[config.mk]
export PLATFORM = sky130hd
export DESIGN_NAME = floppy_drive_interface
export DESIGN_NICKNAME = d
export VERILOG_FILES = /design/src/rtl/floppy_pkg.sv /design/src/rtl/floppy_drive_interface.sv
export SDC_FILE = /design/constraint.sdc
export NUM_CORES = 1
export LEC_CHECK = 0
export ABC_AREA = 1
export ABC_CLOCK_PERIOD_IN_PS = 5700
export BUFFER_PORTS_ARGS = -buffer_cell sky130_fd_sc_hd__buf_2
export CORE_ASPECT_RATIO = 1.75
export CORE_MARGIN = 1
export CORE_UTILIZATION = 64
export CTS_BUF_LIST = sky130_fd_sc_hd__clkbuf_16
export CTS_CLUSTER_SIZE = 20
export DETAILED_ROUTE_END_ITERATION = 16
export PLACE_DENSITY = 0.91
export SYNTH_ARGS = -nofsm -noshare
export SYNTH_HDL_FRONTEND = slang
export SYNTH_SLANG_ARGS = --single-unit
[constraint.sdc]
create_clock -name sys_clk -period 5.7 [get_ports sys_clk]
set_input_delay 0.855 -clock sys_clk [delete_from_list [all_inputs] [get_ports sys_clk]]
set_output_delay 0.855 -clock sys_clk [all_outputs]
set_load 0.01 [all_outputs]
[src/rtl/floppy_pkg.sv]
// Purpose: Shared constants for the drive-side floppy interface logic.
// Assumes: 100 MHz system clock, times given in their own units.
// Notes:   Long counts feed module parameters so simulations can shorten them.
package floppy_pkg;

  // ==========================================================================
  // Clock and timing
  localparam int unsigned CLK_PERIOD_NS = 10;
  localparam int unsigned READY_DELAY_NS = 500;
  localparam int unsigned READY_CYC = (READY_DELAY_NS + CLK_PERIOD_NS - 1) / CLK_PERIOD_NS;
  localparam longint unsigned SPINUP_MS = 1000;
  localparam int unsigned SPINUP_CYC = int'((SPINUP_MS * 64'd1000000) / CLK_PERIOD_NS);
  localparam longint unsigned REV_MS = 100;
  localparam int unsigned REV_CYC = int'((REV_MS * 64'd1000000) / CLK_PERIOD_NS);
  localparam int unsigned INDEX_MIN_US = 150;
  localparam int unsigned INDEX_MAX_US = 350;
  localparam int unsigned INDEX_US = (INDEX_MIN_US + INDEX_MAX_US) / 2;
  localparam int unsigned INDEX_CYC = (INDEX_US * 1000) / CLK_PERIOD_NS;
  localparam int unsigned STEP_MS = 15;
  localparam int unsigned STEP_CYC = (STEP_MS * 1000000) / CLK_PERIOD_NS;

  // ==========================================================================
  // Track geometry
  localparam logic [6:0] TRACK_MIN = 7'h00;
  localparam logic [6:0] TRACK_MAX = 7'h45;
  localparam logic [6:0] TRACK_RESET = 7'h45;

  // ==========================================================================
  // Register map
  localparam logic [7:0] CTRL_OFFSET = 8'h00;
  localparam logic [7:0] STATUS_OFFSET = 8'h04;
  localparam int unsigned CTRL_UNIT_BIT = 0;
  localparam int unsigned CTRL_FREE_RUN_BIT = 1;
  localparam logic [1:0] CTRL_RESET = 2'h0;
  localparam int unsigned STAT_TRACK_LSB = 0;
  localparam int unsigned STAT_SPEED_BIT = 8;
  localparam int unsigned STAT_READY_BIT = 9;
  localparam int unsigned STAT_LOADED_BIT = 10;
  localparam int unsigned STAT_WRITE_BIT = 11;
  localparam int unsigned STAT_HOMING_BIT = 12;
  localparam int unsigned STAT_MOVING_BIT = 13;

  // ==========================================================================
  // Head positioner states
  typedef enum logic [2:0] {
    POS_HOMING = 3'b001,
    POS_IDLE = 3'b010,
    POS_SETTLE = 3'b100
  } pos_state_type;

endpackage

[src/rtl/floppy_drive_interface.sv]
// Purpose: Drive-side interface: status gating, head positioner, spindle and write checks.
// Assumes: Cable inputs are asynchronous; all but spindle_request_b pass a two-flop synchroniser here.
// Notes:   Index is open collector; index_oe_b low pulls the line low.
//
// Implementation choices: the address-and-strobe port and the register offsets.
`timescale 1ns/100ps

module floppy_drive_interface
  import floppy_pkg::*;
#(
  parameter int unsigned SPIN_CYCLES = SPINUP_CYC,
  parameter int unsigned REV_CYCLES = REV_CYC,
  parameter int unsigned INDEX_CYCLES = INDEX_CYC,
  parameter int unsigned STEP_CYCLES = STEP_CYC
) (
  // Clock and reset
  input wire logic sys_clk,
  input wire logic rst_b,
  // Register port
  input wire logic [7:0] reg_addr,
  input wire logic [31:0] reg_wdata,
  input wire logic reg_wr,
  input wire logic reg_rd,
  output logic [31:0] reg_rdata,
  // Controller inputs, active low unless noted
  input wire logic unit_choice_0_b,
  input wire logic unit_choice_1_b,
  input wire logic spindle_request_b,
  input wire logic step_b,
  input wire logic direction,
  input wire logic head_engage_b,
  input wire logic record_enable_b,
  input wire logic write_data_b,
  // Controller outputs
  output logic ready_b,
  output logic media_lock_b,
  output logic at_home_b,
  output logic index_oe_b,
  output logic read_data_b,
  // Drive sensors and media stream
  input wire logic disk_present,
  input wire logic disk_protected,
  input wire logic media_stream,
  // Drive actuators
  output logic spindle_run,
  output logic head_load,
  output logic activity_led,
  output logic write_circuit_en,
  output logic erase_en,
  output logic head_current,
  output logic stepper_pulse,
  output logic stepper_inward
);

  // ==========================================================================
  // Helpers
  // One track toward either end, clamped at the ends
  function automatic logic [6:0] step_track(input logic [6:0] cur, input logic inward);
    logic [6:0] res;
    res = cur;
    if (inward && cur < TRACK_MAX) begin
      res = cur + 7'h01;
    end else if (!inward && cur > TRACK_MIN) begin
      res = cur - 7'h01;
    end
    return res;
  endfunction

  // ==========================================================================
  // Input synchronisers
  // Stage one is read only by stage two; a third stage gives the step edge
  logic [6:0] sync_a;
  logic [6:0] sync_b;
  logic step_prev;
  logic wdata_prev;
  always_ff @(posedge sys_clk or negedge rst_b) begin
    if (!rst_b) begin
      sync_a <= 7'h7f;
      sync_b <= 7'h7f;
      step_prev <= 1'b1;
      wdata_prev <= 1'b1;
    end else begin
      sync_a <= {write_data_b, record_enable_b, head_engage_b, direction, step_b,
                 unit_choice_1_b, unit_choice_0_b};
      sync_b <= sync_a;
      step_prev <= sync_b[2];
      wdata_prev <= sync_b[6];
    end
  end

  wire choice0_s = !sync_b[0];
  wire choice1_s = !sync_b[1];
  wire step_s_b = sync_b[2];
  wire direction_s = sync_b[3];
  wire engage_s = !sync_b[4];
  wire rec_en_s = !sync_b[5];
  wire wdata_s_b = sync_b[6];
  wire step_fall = step_prev && !step_s_b;
  wire wdata_fall = wdata_prev && !wdata_s_b;

  // ==========================================================================
  // Register file
  logic [1:0] ctrl;
  wire unit_number = ctrl[CTRL_UNIT_BIT];
  wire free_run = ctrl[CTRL_FREE_RUN_BIT];
  wire sel_s = unit_number ? choice1_s : choice0_s;

  // Control register write
  always_ff @(posedge sys_clk or negedge rst_b) begin
    if (!rst_b) begin
      ctrl <= CTRL_RESET;
    end else if (reg_wr && reg_addr == CTRL_OFFSET) begin
      ctrl <= reg_wdata[1:0];
    end
  end

  // ==========================================================================
  // Spindle
  // Free-run mode spins with no disk; default spins only with a disk
  logic [31:0] spin_cnt;
  logic at_speed;
  wire next_run = !spindle_request_b && (disk_present || free_run);
  always_ff @(posedge sys_clk or negedge rst_b) begin
    if (!rst_b) begin
      spindle_run <= 1'b0;
      spin_cnt <= 32'h0;
      at_speed <= 1'b0;
    end else begin
      spindle_run <= next_run;
      if (!next_run) begin
        spin_cnt <= 32'h0;
        at_speed <= 1'b0;
      end else if (spin_cnt >= SPIN_CYCLES - 1) begin
        at_speed <= 1'b1;
      end else begin
        spin_cnt <= spin_cnt + 32'h1;
      end
    end
  end

  // ==========================================================================
  // Revolution timer and index
  logic [31:0] rev_cnt;
  wire index_active = at_speed && (rev_cnt < INDEX_CYCLES);
  always_ff @(posedge sys_clk or negedge rst_b) begin
    if (!rst_b) begin
      rev_cnt <= 32'h0;
    end else if (!at_speed || rev_cnt >= REV_CYCLES - 1) begin
      rev_cnt <= 32'h0;
    end else begin
      rev_cnt <= rev_cnt + 32'h1;
    end
  end

  // ==========================================================================
  // Ready delay
  // Drops at once when any condition fails, rises after the delay
  logic [7:0] ready_cnt;
  wire ready_cond = sel_s && disk_present && at_speed;
  wire ready_due = ready_cond && ready_cnt >= 8'(READY_CYC - 1);
  always_ff @(posedge sys_clk or negedge rst_b) begin
    if (!rst_b) begin
      ready_cnt <= 8'h0;
    end else if (!ready_cond) begin
      ready_cnt <= 8'h0;
    end else if (!ready_due) begin
      ready_cnt <= ready_cnt + 8'h1;
    end
  end

  // ==========================================================================
  // Head positioner
  // Host steps are ignored while the power-up seek runs
  pos_state_type pos_state;
  logic [6:0] track;
  logic [31:0] settle_cnt;
  wire host_step = step_fall && sel_s && pos_state != POS_HOMING;
  wire host_inward = !direction_s;
  wire home_step = pos_state == POS_HOMING && settle_cnt == 32'h0 && track != TRACK_MIN;
  wire step_move = host_step && step_track(track, host_inward) != track;
  wire stationary = pos_state == POS_IDLE;

  // Track counter and state
  always_ff @(posedge sys_clk or negedge rst_b) begin
    if (!rst_b) begin
      pos_state <= POS_HOMING;
      track <= TRACK_RESET;
      settle_cnt <= 32'h0;
    end else begin
      case (pos_state)
        POS_HOMING: begin
          if (track == TRACK_MIN && settle_cnt == 32'h0) begin
            pos_state <= POS_IDLE;
          end else if (home_step) begin
            track <= step_track(track, 1'b0);
            settle_cnt <= STEP_CYCLES - 1;
          end else if (settle_cnt != 32'h0) begin
            settle_cnt <= settle_cnt - 32'h1;
          end
        end
        POS_IDLE, POS_SETTLE: begin
          if (step_move) begin
            track <= step_track(track, host_inward);
            settle_cnt <= STEP_CYCLES - 1;
            pos_state <= POS_SETTLE;
          end else if (settle_cnt != 32'h0) begin
            settle_cnt <= settle_cnt - 32'h1;
          end else begin
            pos_state <= POS_IDLE;
          end
        end
        default: begin
          pos_state <= POS_HOMING;
        end
      endcase
    end
  end

  // ==========================================================================
  // Head load and write path
  // Engage needs selection to start, but not to stay loaded
  wire next_loaded = engage_s && (sel_s || head_load);
  wire write_ok = sel_s && rec_en_s && !disk_protected && at_speed && head_load && stationary;
  always_ff @(posedge sys_clk or negedge rst_b) begin
    if (!rst_b) begin
      head_load <= 1'b0;
      activity_led <= 1'b0;
      write_circuit_en <= 1'b0;
      erase_en <= 1'b0;
      head_current <= 1'b0;
    end else begin
      head_load <= next_loaded;
      activity_led <= next_loaded;
      write_circuit_en <= rec_en_s;
      erase_en <= rec_en_s;
      if (wdata_fall && write_ok) begin
        head_current <= !head_current;
      end
    end
  end

  // ==========================================================================
  // Cable outputs and stepper drive
  always_ff @(posedge sys_clk or negedge rst_b) begin
    if (!rst_b) begin
      ready_b <= 1'b1;
      media_lock_b <= 1'b1;
      at_home_b <= 1'b1;
      index_oe_b <= 1'b1;
      read_data_b <= 1'b1;
      stepper_pulse <= 1'b0;
      stepper_inward <= 1'b0;
    end else begin
      ready_b <= !ready_due;
      media_lock_b <= !(sel_s && disk_present && disk_protected);
      at_home_b <= !(sel_s && track == TRACK_MIN);
      index_oe_b <= !(sel_s && index_active);
      read_data_b <= sel_s ? media_stream : 1'b1;
      stepper_pulse <= step_move || home_step;
      stepper_inward <= step_move && host_inward;
    end
  end

  // ==========================================================================
  // Register read
  // Data stand only in the cycle after the strobe; unmapped reads zero
  wire [31:0] status_word = {18'h0, pos_state == POS_SETTLE, pos_state == POS_HOMING, write_ok,
                             head_load, !ready_b, at_speed, 1'b0, track};
  wire [31:0] read_mux = (reg_addr == CTRL_OFFSET) ? {30'h0, ctrl} :
                         (reg_addr == STATUS_OFFSET) ? status_word : 32'h0;
  always_ff @(posedge sys_clk or negedge rst_b) begin
    if (!rst_b) begin
      reg_rdata <= 32'h0;
    end else begin
      reg_rdata <= reg_rd ? read_mux : 32'h0;
    end
  end
endmodule // floppy_drive_interface

==> Flow_metrics.wiki <==
{| class="wikitable"
! Metric !! Value
|-
| Area of the mapped netlist || 0.00898 mm^2
|-
| Initial antenna violation count || 0
|-
| Number of instances in the placed design || 1396
|-
| Startpoint of the most critical register-to-register path || settle_cnt[0]
|-
| Gr ovfl total || 0
|-
| Library cell used as clock root buffer || sky130_fd_sc_hd__clkbuf_16
|-
| Final antenna diode count || 0
|-
| Warnings from Yosys || 0
|-
| Detail-routed net length per standard cell || about 15 um
|-
| Starting Density || 0.664
|-
| Seq cells post-synth || 157
|-
| Worst R2R Path Depth || 11
|-
| Number of failing hold endpoints at the final stage || 0
|-
| Leading register cell type out of synthesis || sky130_fd_sc_hd__dfrtp_1
|-
| Global-route usage over all layers || 0.321
|-
| Worst VDD drop || ~230 uV
|-
| Critical Path Fanout Max || 27
|-
| Clk_lat worst skew || around 430 ps
|-
| Share of flip-flops with an asynchronous set or reset after synthesis || 1.00
|-
| Worst setup startpoint || settle_cnt[0]
|-
| Leakage power total || roughly 4.8 nW
|-
| Number of synthesized flops with an enable pin || 0
|-
| Number of standard cells in the layout, taps in and fillers out || 1428
|-
| Number of gates resized after CTS || 0
|-
| Ratio of total power to cell area || roughly 350 mW/mm^2
|-
| Worst path most repeated cell || sky130_fd_sc_hd__nand2_1
|-
| Number of violations of the max-capacitance limit || 0
|-
| Critical path depth || 11
|-
| Reg2reg setup slack || 2980 ps
|-
| Arrival @ worst endpoint || 3040 ps
|-
| Start point of the worst min-delay path || sync_a[3]
|-
| Final estimated routing congestion in global placement || 0.967
|-
| Clk sink count || 157
|-
| Die boundary width || 91.5 um
|-
| Via count of the first global-routing pass || approximately 8.0k
|-
| Setup crit start kind || register
|-
| Clock Path Buffers || 2
|-
| IO Pins || 100
|-
| Endpoint of the lowest-slack register-to-register path || settle_cnt[31]
|-
| Least-Margin Pin Slew || about 1000 ps
|-
| Cell accounting for the most synthesized area || sky130_fd_sc_hd__dfrtp_1
|-
| Deepest level of the CTS H-tree || 4
|-
| Maximum number of pins on one net before global-route repair || 118
|-
| Utilization of the core after routing || 0.727
|-
| Global-route wire length before repair || 36.4 mm
|-
| Number of setup violations in the final report || 0
|-
| Max stage delay on crit path || ~510 ps
|-
| Netlist cell types || 46
|-
| Setup total negative slack || 0 ps
|-
| Final nets || 1306
|-
| Parity-gate share of the synthesized area counting xor and xnor cells || 0.0683
|-
| Number of buffers created by CTS || 17
|-
| Hold crit path type || reg -> reg
|-
| Number of placement rows || 56
|-
| Compound-Gate Fraction of Synth Area || 0.0361
|-
| Die Ht || 159 um
|-
| # Post-CTS Setup Buffers || 0
|-
| Share of layout cells above drive strength 1 || 0.128
|-
| Total Die Area || ~0.015 mm^2
|-
| Worst setup skew after layout || 10.3 ps
|-
| Final slew viol count || 0
|-
| Buffering stage count on the worst path with inverters included || 1
|-
| Number of buffers inserted by port buffering || 50
|-
| Hold path endpoint || sync_b[3]
|-
| Proportion of synthesized chip area in sequential cells || 0.441
|-
| CTS tree || yes
|-
| Routed Antenna Nets || 0
|-
| Share of synthesized cell area in and, or, nand and nor gates || 0.353
|-
| Minimum period implied by the final worst setup slack || 2720 ps
|-
| Residual DRC count || 0
|-
| Total Routed Length || between 20 and 25 mm
|-
| Proportion of synthesized area in mux cells || 0
|-
| Worst hold stages || 0
|-
| Worst Setup End Kind || register
|-
| Synth top area share || 0.368
|-
| Family of cells with the greatest summed delay on the critical path || simple AND/OR/NAND/NOR gates
|-
| Maximum clock frequency || 368 MHz
|-
| Main combinational cell family by area after synthesis || simple AND/OR/NAND/NOR gates
|-
| Placeable core region || 0.0135 mm^2
|-
| Total Power Consumption || 0.00344 W
|-
| Placed wire-length estimate || around 15 mm
|-
| Number of vias per cell || 5.48
|-
| Required time of the worst setup path || 6020 ps
|-
| Mean cell area of the mapped netlist || 7.55 um^2
|-
| Detailed-router iteration count before antenna repair || 5
|-
| Crit Path Class || reg -> reg
|-
| Cell Chain, Critical Path || inv_1 -> ha_1 -> nand2_1 -> nor2_1 -> nand2_1 -> nor2_4 -> nand3_1 -> nand2_2 -> nor2_1 -> nand3_1 -> nand2_1
|-
| Number of standard cells after synthesis || 1189
|-
| Setup repair after global routing missed its margin || no
|-
| Run status || complete, no violations
|-
| Area growth, synth to finish || 9.53%
|-
| CP max stage cell || sky130_fd_sc_hd__nor2_4
|-
| Clock-pin slew on the worst setup and hold paths || 70 ps
|-
| Cell types occupying the most area after synthesis || sky130_fd_sc_hd__dfrtp_1, sky130_fd_sc_hd__nand2_1, sky130_fd_sc_hd__nor2_1
|-
| Via Count || 7820
|-
| Period Utilization, post-route || 0.477
|-
| Number of DRC markers after the initial detailed-route iteration || 440
|-
| Quantity of hold-fixing buffers added after cts || 0
|-
| Adder and majority cell fraction of the synthesized area || 0.0139
|-
| Worst rel slew slack || 0.315
|}
## layout make-up
cell class	count	area, um^2
multi-input combinational	886	4330
sequential	157	3960
fill	1002	3690
inverter	127	478
clock buffer	17	425
timing repair buffer	52	272
tap	174	218
clock inverter	15	149
## cell usage in the layout (no fill, tap or decap), types with 25 or more instances in the layout
cell type                   n
sky130_fd_sc_hd__nand3_1   83
sky130_fd_sc_hd__inv_1    122
sky130_fd_sc_hd__nand4_1   31
sky130_fd_sc_hd__buf_2     49
sky130_fd_sc_hd__dfstp_2   25
sky130_fd_sc_hd__nor2_1   224
sky130_fd_sc_hd__nand2_1  313
sky130_fd_sc_hd__dfrtp_1  132
sky130_fd_sc_hd__conb_1    27
sky130_fd_sc_hd__xor2_1    51
## synthesized netlist by cell type (5+ instances only)
cell	number
sky130_fd_sc_hd__a21oi_1	18
sky130_fd_sc_hd__nand4_1	31
sky130_fd_sc_hd__nor2_1	224
sky130_fd_sc_hd__inv_2	5
sky130_fd_sc_hd__nand2_1	313
sky130_fd_sc_hd__dfrtp_1	132
sky130_fd_sc_hd__nor2_2	11
sky130_fd_sc_hd__o21ai_2	5
sky130_fd_sc_hd__xnor2_1	19
sky130_fd_sc_hd__o21ai_0	18
sky130_fd_sc_hd__xor2_1	51
sky130_fd_sc_hd__dfstp_2	25
sky130_fd_sc_hd__nand3_1	83
sky130_fd_sc_hd__buf_6	5
sky130_fd_sc_hd__nand2_2	12
sky130_fd_sc_hd__clkbuf_1	9
sky130_fd_sc_hd__buf_2	7
sky130_fd_sc_hd__inv_1	121
sky130_fd_sc_hd__nor2_4	7
sky130_fd_sc_hd__buf_4	24
sky130_fd_sc_hd__ha_1	10
sky130_fd_sc_hd__nor3_1	23
## cells by family (layout without fill, tap and decap cells)
family	count (synthesis)	count (layout)
buf+inv	172	211
simple gates	724	724
compound gates	55	55
other cells	1	27
xor+xnor	70	70
fa+ha+maj	10	10
flops	157	157
## sequential cells by signal, summed over array words and instances (netlist names), 2 cells and up
register,cells
pos_state,3
rev_cnt,32
reg_rdata,13
ready_cnt,8
sync_a,7
track,7
sync_b,7
spin_cnt,32
settle_cnt,32
ctrl,2
## report_power, final
group / internal (W) / switching, W
combinational: 0.000297 / 0.000647
sequential: 0.00124 / 0.000131
clock: 0.000617 / 0.000509
total: 0.00215 / 0.00129
## through the flow
step                      cell area (um^2)  hold WS (ps)  setup WS, ps
final                                 9830           358          2980
after global routing                  9830           358          2810
after global placement                9260           345          3110
after floorplan                       9080           345          3790
after CTS                             9830           357          3020
after detailed placement              9260           348          3050
## per-layer routing
layer | wire length (um) | vias to the layer above | track usage
li1 | - | 3781 | -
met1 | 7650 | 3696 | 0.299
met2 | 12200 | 243 | 0.617
met3 | 759 | 100 | 0.0554
met4 | 1400 | 0 | 0.239
met5 | 0 | - | 0
## how the worst max path moves through the flow
| stage | slack, ps | to |
|---|---|---|
| after global placement | 3110 | settle_cnt[29] |
| after detailed placement | 3050 | settle_cnt[29] |
| after CTS | 3020 | settle_cnt[31] |
| final | 2980 | settle_cnt[31] |
| after floorplan | 3790 | settle_cnt[19] |
| after global routing | 2810 | settle_cnt[31] |
(Power assumes the default switching activity.)
